**config.mk**
```make
export PLATFORM = sky130hd
export DESIGN_NAME = igc_top
export DESIGN_NICKNAME = d
export VERILOG_FILES = /design/src/inc/igc_pkg.sv /design/src/design/igc_top.sv
export SDC_FILE = /design/constraint.sdc
export NUM_CORES = 1
export LEC_CHECK = 0
export BUFFER_PORTS_ARGS = -buffer_cell sky130_fd_sc_hd__buf_2
export CAP_MARGIN = 20
export CORE_MARGIN = 2
export CORE_UTILIZATION = 45
export DETAILED_ROUTE_END_ITERATION = 10
export PLACE_DENSITY = 0.7
export SETUP_SLACK_MARGIN = 0.05
export SLEW_MARGIN = 10
export SYNTH_ARGS = -nofsm -noshare
export SYNTH_HDL_FRONTEND = slang
export SYNTH_SLANG_ARGS = --single-unit
```
**constraint.sdc**
```tcl
create_clock -name sys_clk -period 5.36 [get_ports sys_clk]
set_clock_uncertainty 0.2 [all_clocks]
set_input_delay 0.268 -clock sys_clk [delete_from_list [all_inputs] [get_ports sys_clk]]
set_output_delay 0.268 -clock sys_clk [all_outputs]
set_load 0.005 [all_outputs]
```
**src/inc/igc_pkg.sv**
```systemverilog
// Package with constants, layouts and types of the ignition gate control block.
// Behaviour
// Mode word bits 0 to 3 enable the PWM generator of gate drivers 0 to 3.
// A programmed general-purpose channel runs PWM while enabled, stops when cleared.
// Each driver is configured for ignition on its own; ignition features apply there only.
// Nominal and maximum current flags are low below threshold, high above it.
// Gain select bit one chooses gain two, zero chooses gain one, the default.
// A gate output shut off by ignition strategy stays off until its input toggles.
// Ignition settings have no effect on general-purpose drivers.
// Spark pulse starts above supply plus 21 V, ends below end-of-spark level.
// Bits 1:0 pick end-of-spark level 2.75, 5.5, 8.2 or 11.0 V above supply.
// Open-secondary timer runs between rising and falling 135 V primary crossings.
// Bits 3:2 pick fault time 10, 20, 50 or 100 us; longer clamp fails spark.
// Fault time exceeded with clamp enabled activates the low-voltage clamp.
// Bit 4 of the ignition word enables the low-voltage clamp.
// The processor times the spark pulse width and adjusts dwell.
// Mode bits 8 to 11 set drivers 0 to 3; zero ignition, one general purpose.
// The command bit drives a gate only in general-purpose mode.
// Reset gives ignition mode, 100 us fault time, 5.5 V level, clamp off.
// Fault timer counts clock cycles, flags at interval, clears on next turn-on.
// Spark output stays low unless some driver is in ignition mode.
package igc_pkg;
	// ----------------------------------------------------------------
	// Bus register map.
	// ----------------------------------------------------------------
	localparam logic [7:0] ADDR_MODE = 8'h00;
	localparam logic [7:0] ADDR_SPARK = 8'h04;
	localparam logic [7:0] ADDR_CMD = 8'h08;
	localparam logic [7:0] ADDR_STATUS = 8'h0c;
	localparam logic [7:0] ADDR_IRQ_STAT = 8'h10;
	localparam logic [7:0] ADDR_IRQ_MASK = 8'h14;
	// ----------------------------------------------------------------
	// Field positions and reset values.
	// ----------------------------------------------------------------
	localparam int MODE_PWM_LSB = 0;
	localparam int MODE_GP_LSB = 8;
	localparam int SPK_END_LSB = 0;
	localparam int SPK_OS_LSB = 2;
	localparam int SPK_CLAMP_BIT = 4;
	localparam int SPK_GAIN_BIT = 6;
	localparam logic [11:0] MODE_RESET = 12'h000;
	localparam logic [6:0] SPARK_RESET = 7'h0d;
	// ----------------------------------------------------------------
	// Timing: fault times in microseconds and the clock rate.
	// ----------------------------------------------------------------
	localparam int CLK_MHZ = 250;
	localparam int OS_US_0 = 10;
	localparam int OS_US_1 = 20;
	localparam int OS_US_2 = 50;
	localparam int OS_US_3 = 100;
	localparam int OS_CYC_0 = OS_US_0 * CLK_MHZ;
	localparam int OS_CYC_1 = OS_US_1 * CLK_MHZ;
	localparam int OS_CYC_2 = OS_US_2 * CLK_MHZ;
	localparam int OS_CYC_3 = OS_US_3 * CLK_MHZ;
	// ----------------------------------------------------------------
	// Types.
	// ----------------------------------------------------------------
	typedef enum logic [1:0] {
		LVL_2V75 = 2'b00,
		LVL_5V5 = 2'b01,
		LVL_8V2 = 2'b10,
		LVL_11V0 = 2'b11
	} igc_end_level_t;
	typedef struct packed {
		logic gain_two;
		logic unused5;
		logic clamp_en;
		logic [1:0] open_secondary_time_sel;
		igc_end_level_t end_spark_level_sel;
	} igc_spark_t;
	typedef enum logic [1:0] {
		CH_IDLE = 2'b00,
		CH_ON = 2'b01,
		CH_SPARK = 2'b10,
		CH_LOCK = 2'b11
	} igc_ch_state_t;
endpackage

```
**src/design/igc_top.sv**
```systemverilog
// Ignition gate control block with AHB-Lite register slave.
//
// Design decisions made here: the AHB-Lite register port and the placing of the registers.
`timescale 1ns/1ns
`default_nettype none
module igc_top #(
	parameter int NCH = 4,
	parameter int OS_CYC_10 = igc_pkg::OS_CYC_0,
	parameter int OS_CYC_20 = igc_pkg::OS_CYC_1,
	parameter int OS_CYC_50 = igc_pkg::OS_CYC_2,
	parameter int OS_CYC_100 = igc_pkg::OS_CYC_3
) (
	input wire logic sys_clk, // System clock, 250 MHz.
	input wire logic rstn, // Asynchronous active-low reset.
	input wire logic hsel, // Slave select.
	input wire logic [31:0] haddr, // Byte address.
	input wire logic [1:0] htrans, // Transfer type.
	input wire logic hwrite, // Write when high.
	input wire logic [2:0] hsize, // Transfer size.
	input wire logic [31:0] hwdata, // Write data.
	input wire logic hready, // Bus ready.
	output logic [31:0] hrdata, // Read data.
	output logic hreadyout, // Slave ready.
	output logic hresp, // Always OKAY.
	input wire logic [3:0] gate_cmd_in, // Parallel gate command pins.
	input wire logic [3:0] pwm_in, // Programmed PWM waveform per channel.
	input wire logic [3:0] fb_high_in, // Feedback above supply plus 21 V.
	input wire logic [3:0] fb_end_in, // Feedback above selected end level.
	input wire logic [3:0] fb_135_in, // Primary above 135 V.
	input wire logic nom_cmp_in, // Coil current above nominal threshold.
	input wire logic max_cmp_in, // Coil current above maximum threshold.
	output logic [3:0] gate_drive_out, // Gate drive commands.
	output logic [3:0] lv_clamp_out, // Low-voltage clamp activation.
	output logic spark_duration_out, // Spark duration pulse.
	output logic nominal_current_flag, // Nominal current flag.
	output logic max_current_flag, // Maximum current flag.
	output logic [1:0] end_spark_level_sel, // Level code to the comparator.
	output logic gain_two_out, // Amplifier gain two when high.
	output logic irq // Level interrupt.
);
	// ----------------------------------------------------------------
	// Reset release and input synchronisers.
	// ----------------------------------------------------------------
	logic [1:0] rst_sync;
	logic srstn;
	logic [17:0] in_s1, in_s2;
	always_ff @(posedge sys_clk or negedge rstn) begin
		if (!rstn) begin
			rst_sync <= 2'h0;
		end else begin
			rst_sync <= {rst_sync[0], 1'b1};
		end
	end
	assign srstn = rst_sync[1];
	// Two flip-flops before logic reads a command, feedback or comparator pin; pwm_in is used directly.
	always_ff @(posedge sys_clk or negedge srstn) begin
		if (!srstn) begin
			in_s1 <= 18'h0;
			in_s2 <= 18'h0;
		end else begin
			in_s1 <= {max_cmp_in, nom_cmp_in, fb_135_in, fb_end_in, fb_high_in, gate_cmd_in};
			in_s2 <= in_s1;
		end
	end
	logic [3:0] cmd_s, fbh_s, fbe_s, f135_s;
	logic nom_s, max_s;
	assign {max_s, nom_s, f135_s, fbe_s, fbh_s, cmd_s} = in_s2;

	// ----------------------------------------------------------------
	// AHB-Lite slave and registers.
	// ----------------------------------------------------------------
	logic [11:0] mode_reg, next_mode_reg;
	igc_pkg::igc_spark_t spark, next_spark;
	logic [3:0] spi_cmd, next_spi_cmd;
	logic [3:0] irq_stat, next_irq_stat, irq_mask, next_irq_mask;
	logic wr_pend, next_wr_pend;
	logic [7:0] wr_addr, next_wr_addr;
	logic [31:0] next_hrdata;
	logic [3:0] fault, fault_evt;
	logic [3:0] gp;
	assign gp = mode_reg[igc_pkg::MODE_GP_LSB +: 4];
	// Decodes the address phase and stores write data in the data phase.
	always_comb begin
		next_mode_reg = mode_reg;
		next_spark = spark;
		next_spi_cmd = spi_cmd;
		next_irq_mask = irq_mask;
		next_irq_stat = irq_stat;
		next_wr_pend = 1'b0;
		next_wr_addr = wr_addr;
		next_hrdata = hrdata;
		if (wr_pend) begin
			case (wr_addr)
				igc_pkg::ADDR_MODE: next_mode_reg = hwdata[11:0];
				igc_pkg::ADDR_SPARK: next_spark = hwdata[6:0];
				igc_pkg::ADDR_CMD: next_spi_cmd = hwdata[3:0];
				igc_pkg::ADDR_IRQ_MASK: next_irq_mask = hwdata[3:0];
				igc_pkg::ADDR_IRQ_STAT: next_irq_stat = irq_stat & ~hwdata[3:0];
				default: ;
			endcase
		end
		// Set wins over a clear in the same cycle.
		next_irq_stat = next_irq_stat | fault_evt;
		if (hsel && hready && htrans[1]) begin
			next_wr_pend = hwrite;
			next_wr_addr = haddr[7:0];
			case (haddr[7:0])
				igc_pkg::ADDR_MODE: next_hrdata = {20'h0, mode_reg};
				igc_pkg::ADDR_SPARK: next_hrdata = {25'h0, spark};
				igc_pkg::ADDR_CMD: next_hrdata = {28'h0, spi_cmd};
				igc_pkg::ADDR_STATUS: next_hrdata = {26'h0, max_s, nom_s, fault};
				igc_pkg::ADDR_IRQ_STAT: next_hrdata = {28'h0, irq_stat};
				igc_pkg::ADDR_IRQ_MASK: next_hrdata = {28'h0, irq_mask};
				default: next_hrdata = 32'h0;
			endcase
		end
	end
	always_ff @(posedge sys_clk or negedge srstn) begin
		if (!srstn) begin
			mode_reg <= igc_pkg::MODE_RESET;
			spark <= igc_pkg::SPARK_RESET;
			spi_cmd <= 4'h0;
			irq_stat <= 4'h0;
			irq_mask <= 4'h0;
			wr_pend <= 1'b0;
			wr_addr <= 8'h0;
			hrdata <= 32'h0;
		end else begin
			mode_reg <= next_mode_reg;
			spark <= next_spark;
			spi_cmd <= next_spi_cmd;
			irq_stat <= next_irq_stat;
			irq_mask <= next_irq_mask;
			wr_pend <= next_wr_pend;
			wr_addr <= next_wr_addr;
			hrdata <= next_hrdata;
		end
	end

	// ----------------------------------------------------------------
	// Per-channel ignition control.
	// ----------------------------------------------------------------
	// Fault interval in cycles for a selection code.
	function automatic logic [15:0] os_limit(input logic [1:0] sel);
		case (sel)
			2'b00: os_limit = 16'(OS_CYC_10);
			2'b01: os_limit = 16'(OS_CYC_20);
			2'b10: os_limit = 16'(OS_CYC_50);
			default: os_limit = 16'(OS_CYC_100);
		endcase
	endfunction
	igc_pkg::igc_ch_state_t st [NCH];
	igc_pkg::igc_ch_state_t next_st [NCH];
	logic [15:0] os_cnt [NCH];
	logic [15:0] next_os_cnt [NCH];
	logic [3:0] cmd_q, next_fault, next_gate, next_clamp, spk_on, next_spk_on;
	logic [15:0] lim;
	// Steps each ignition channel through on, spark and lockout.
	always_comb begin
		lim = os_limit(spark.open_secondary_time_sel);
		next_fault = fault;
		fault_evt = 4'h0;
		for (int i = 0; i < NCH; i++) begin
			next_st[i] = st[i];
			next_os_cnt[i] = os_cnt[i];
			next_spk_on[i] = spk_on[i];
			next_clamp[i] = 1'b0;
			if (gp[i]) begin
				// General purpose: serial bit or pin, or PWM; no ignition effects.
				next_gate[i] = spi_cmd[i] | cmd_s[i] | (mode_reg[i] & pwm_in[i]);
				next_st[i] = igc_pkg::CH_IDLE;
				next_os_cnt[i] = 16'h0;
				next_spk_on[i] = 1'b0;
			end else begin
				next_gate[i] = 1'b0;
				if (cmd_s[i] && !cmd_q[i]) next_fault[i] = 1'b0;
				// Spark pulse set at the high level, cleared below end level.
				if (fbh_s[i]) next_spk_on[i] = 1'b1;
				else if (!fbe_s[i]) next_spk_on[i] = 1'b0;
				case (st[i])
					igc_pkg::CH_IDLE: if (cmd_s[i]) next_st[i] = igc_pkg::CH_ON;
					igc_pkg::CH_ON: begin
						next_gate[i] = cmd_s[i];
						if (!cmd_s[i]) next_st[i] = igc_pkg::CH_SPARK;
						next_os_cnt[i] = 16'h0;
					end
					igc_pkg::CH_SPARK: begin
						if (cmd_s[i]) next_st[i] = igc_pkg::CH_ON;
						else if (f135_s[i]) begin
							next_os_cnt[i] = os_cnt[i] + 16'h1;
							if (os_cnt[i] + 16'h1 >= lim) begin
								next_fault[i] = 1'b1;
								fault_evt[i] = 1'b1;
								if (spark.clamp_en) next_st[i] = igc_pkg::CH_LOCK;
							end
						end else next_os_cnt[i] = 16'h0;
					end
					igc_pkg::CH_LOCK: begin
						// Clamp held and output kept off until input toggles.
						next_clamp[i] = !cmd_s[i];
						if (cmd_s[i] && !cmd_q[i]) next_st[i] = igc_pkg::CH_ON;
					end
					default: next_st[i] = igc_pkg::CH_IDLE;
				endcase
			end
		end
	end
	always_ff @(posedge sys_clk or negedge srstn) begin
		if (!srstn) begin
			for (int i = 0; i < NCH; i++) begin
				st[i] <= igc_pkg::CH_IDLE;
				os_cnt[i] <= 16'h0;
			end
			cmd_q <= 4'h0;
			fault <= 4'h0;
			spk_on <= 4'h0;
			gate_drive_out <= 4'h0;
			lv_clamp_out <= 4'h0;
		end else begin
			for (int i = 0; i < NCH; i++) begin
				st[i] <= next_st[i];
				os_cnt[i] <= next_os_cnt[i];
			end
			cmd_q <= cmd_s;
			fault <= next_fault;
			spk_on <= next_spk_on;
			gate_drive_out <= next_gate;
			lv_clamp_out <= next_clamp;
		end
	end

	// ----------------------------------------------------------------
	// Flags, configuration outputs and interrupt.
	// ----------------------------------------------------------------
	// All remaining outputs are registered; the spark pulse and the interrupt are reduced ORs.
	always_ff @(posedge sys_clk or negedge srstn) begin
		if (!srstn) begin
			spark_duration_out <= 1'b0;
			nominal_current_flag <= 1'b0;
			max_current_flag <= 1'b0;
			end_spark_level_sel <= igc_pkg::LVL_5V5;
			gain_two_out <= 1'b0;
			irq <= 1'b0;
			hreadyout <= 1'b1;
			hresp <= 1'b0;
		end else begin
			spark_duration_out <= |(spk_on & ~gp);
			nominal_current_flag <= nom_s;
			max_current_flag <= max_s;
			end_spark_level_sel <= spark.end_spark_level_sel;
			gain_two_out <= spark.gain_two;
			irq <= |(irq_stat & irq_mask);
			hreadyout <= 1'b1;
			hresp <= 1'b0;
		end
	end
endmodule
`default_nettype wire

```
==> metrics.md <==
| Metric | Value |
|---|---|
| Area grow syn2layout | 15.85% |
| Syn avg cell area | a little over 10 sq um |
| Total CTS buffers | 17 |
| Routed via count | approximately 7.5k |
| Clock sinks | 189 |
| Fmax | approximately 250 MHz |
| Largest net degree at the start of global routing | between 150 and 200 |
| Horiz. Die Dim | between 150 and 200 um |
| Row count | 54 |
| Seq cells post-synth | 189 |
| Diode count | 0 |
| First-pass GRT wire length | 37.16 mm |
| Total GRT Usage | about 20% |
| TNS Setup | 0 ns |
| Global route overflow | 0 |
| Post-Synth Adder-Cell Area | under 10% |
| Final HPWL DP | about 15 mm |
| Seq/Total Area, Yosys | 47.76% |
| Fin crit period | ~4 ns |
| Die height | 152.4 um |
| Final period utilization | between 70% and 80% |
| Tot Pwr | 0.003216 W |
| Post-CTS sizing | 0 |
| Clock transition at path regs | ~0.080 ns |
| Met3 usage | between 3 and 4% |
| Post-synth top area cell | dfrtp_1 |
| Worst Tran Pin Value | approximately 1.1 ns |
| Met2 usage | a little under a third |
| Ys async rst share | 100.0% |
| CP Launch Point | os_cnt[48]$_DFFE_PN0P_ |
| Post-synthesis compound-gate area fraction | roughly 15% |
| Layout Nets | 1229 |
| Drt total wl | around 22 mm |
| Sw Share | around 28% |
| Ys Warns | 0 |
| Met1 Track Usage GR | approximately 28% |
| CP max FO | 6 |
| Drt drc | 0 |
| Top-Level Pins | 145 |
| Worst path arrival time | roughly 4.1 ns |
| Worst Setup EP | st[6]$_DFFE_PN0P_ |
| Commonest non-fill, non-tap cell in the layout | dfrtp_1 |
| Initial antenna violation count | 0 |
| Hold slack final | -0.003521 ns |
| IO Port Bufs | 74 |
| Hold Crit Class | primary input to flip-flop |
| Peak VDD IR | 209.9 uV |
| Psw | 0.0008994 W |
| Number of global-route vias before repair | ~7.2k |
| Leakage | ~5.5 nW |
| Synth area leaders | dfrtp_1, ha_1, o21ai_0 |
| Setup slack, reg-to-reg | around 1.4 ns |
| Max-cap viol count | 0 |
| Initial core utilization | roughly 46% |
| CTS H-Tree Depth | 4 |
| Simple-gate area share of the yosys netlist | 14.30% |
| FF-to-FF path depth | 12 |
| Clk_lat worst skew | 0.44 ns |
| Rel. slew slack | 26.33% |
| Synth cell types | a little under 70 |
| Reg-to-reg critical path endpoint | st[6]$_DFFE_PN0P_ |
| Reg-to-Reg Start | os_cnt[48]$_DFFE_PN0P_ |
| Type of origin of the critical path | flip-flop |
| Post-Synth XOR/XNOR Area | roughly 4.5% |
| CP Class | flip-flop to flip-flop |
| Worst Setup End Kind | flip-flop |
| Main combinational cell family by area after synthesis | compound AO/OA/AOI/OAI gates |
| Routed wire per std cell | 16.55 um |
| Power share of the combinational group | a little under an eighth |
| Final setup fails | 0 |
| Root Buffer | clkbuf_16 |
| Ys flop type | dfrtp_1 |
| Mapped cell area | around 0.0099 sq mm |
| Busiest layer in global routing | met2 |
| EDFF count, synth | 0 |
| DRT iter0 DRCs | 530 |
| Seq pwr share | between 40 and 50% |
| Clock Power Share | between 40% and 50% |
| Post-Synthesis Cells | roughly 960 |
| Commonest non-fill, non-tap cells in the layout | dfrtp_1, nand2_1, o21ai_0 |
| Layout cells sized above 1 | 15.97% |
| Status | complete, but fails checks |
| Placer Congestion | 0.8206 |
| CP required | around 5.5 ns |
| Synth top area share | 46.70% |
| Final Hold Vio Count | 1 |
| Core outline area | between 0.02 and 0.025 sq mm |
| Most flops, register | os_cnt |
| Regs by FF count | os_cnt x64, in_s1 x18, in_s2 x18 |
| Cell internal pwr | approximately 0.0023 W |
| RSZ-0062 raised after global routing | no |
| Vias per inst | around 5.5 |
| Final slew viol count | 0 |
| Max FFs per register | 64 |
| CTS tree | done |
| Multiplexer area fraction after synthesis | under 10% |
| TritonRoute pass-1 iters | 5 |
| Failing checks | negative hold slack |
| PwrDens | roughly 280 mW/mm^2 |
| Util after Layout | 52.79% |
| Post-DRT Antenna Nets | 0 |
| Clock buffer depth | 2 |
| Die area | about 0.023 sq mm |
-- worst max-delay path: stages, from the launching register on --
cell and delay [ns]:
dfrtp_1 0.41, ha_1 0.30, nand2_1 0.15, nor3_1 0.44
nand3_1 0.19, xnor2_1 0.17, ha_1 0.31, a211oi_1 0.24
nor2_1 0.07, a2111oi_0 0.62, o31a_2 0.31, a21boi_1 0.10
mux2_4 0.34
-- what timing repair did --
item,CTS,global route
endpoints found under the hold margin,59,0
hold buffers,40,0
setup buffers,0,0
-- power groups by stage --
stage	clock network, W	logic, W	registers, W
after floorplan	0	0.000244	0.00157
after global placement	0	0.000343	0.00157
after detailed placement	0	0.000353	0.00158
after CTS	0.00132	0.000379	0.00155
after global routing	0.00137	0.000424	0.00156
final	0.00129	0.000376	0.00155
-- how the worst min path moves through the flow --
| stage | startpoint | end | slack (ns) | depth (start not counted) |
|---|---|---|---|---|
| floorplan | rstn | rst_sync[0]$_DFF_PN0_ | -0.23 | 0 |
| global placement | rstn | rst_sync[0]$_DFF_PN0_ | -0.14 | 1 |
| detailed placement | rstn | rst_sync[0]$_DFF_PN0_ | -0.15 | 1 |
| CTS | pwm_in[2] | gate_drive_out[2]$_DFF_PN0_ | 0.005 | 3 |
| global route | pwm_in[2] | gate_drive_out[2]$_DFF_PN0_ | 0.03 | 3 |
| finish | pwm_in[2] | gate_drive_out[2]$_DFF_PN0_ | -0.004 | 3 |
-- metrics by stage --
step                      cell area [sq um]  setup WS (ns)  instances
after floorplan                        9993          1.780        979
after global placement                10480          1.542       1284
after detailed placement              10480          1.491       1284
after CTS                             11480          1.464       1356
after global routing                  11480          1.197       1357
final                                 11480          1.390       1357
-- layout make-up --
| cell class | instances | area, sq um |
|---|---|---|
| clock buffers | 17 | 425.4 |
| clock inverters | 15 | 175.2 |
| fillers | 1886 | 10270 |
| inverters | 31 | 116.4 |
| multi-input cells | 705 | 4851 |
| flip-flops and latches | 189 | 4738 |
| well taps | 280 | 350.3 |
| repair buffers | 120 | 828.3 |
-- logic make-up (layout without fill, tap and decap cells) --
family	Yosys count	count (layout)
xor gates and xnor gates	51	51
muxes	46	46
DFF	189	189
buffers and inverters	85	183
adders and majority gates	69	69
AOI/OAI and AO/OA	227	227
and+or+nand+nor	289	289
other	2	23
-- layer usage --
layer	vias up	share of wire, %
li1	3622	-
met1	3659	46
met2	200	48
met4	0	1.5
met3	27	4.9
met5	-	0
-- synthesized netlist by cell type, types with 7 or more instances --
library cell	n
dfrtp_1	185
nand2_1	91
o21ai_0	87
ha_1	69
nor2_1	69
a21oi_1	34
nand3_1	33
mux2_2	32
a22o_1	31
inv_1	31
xnor2_1	30
clkbuf_1	29
buf_4	23
xor2_1	21
and3_1	16
nor3_1	16
nand4_1	15
o31ai_1	15
a211oi_1	9
and2_1	8
mux2i_1	7
o211ai_1	7
No activity file was read; power rests on OpenSTA's default activity.
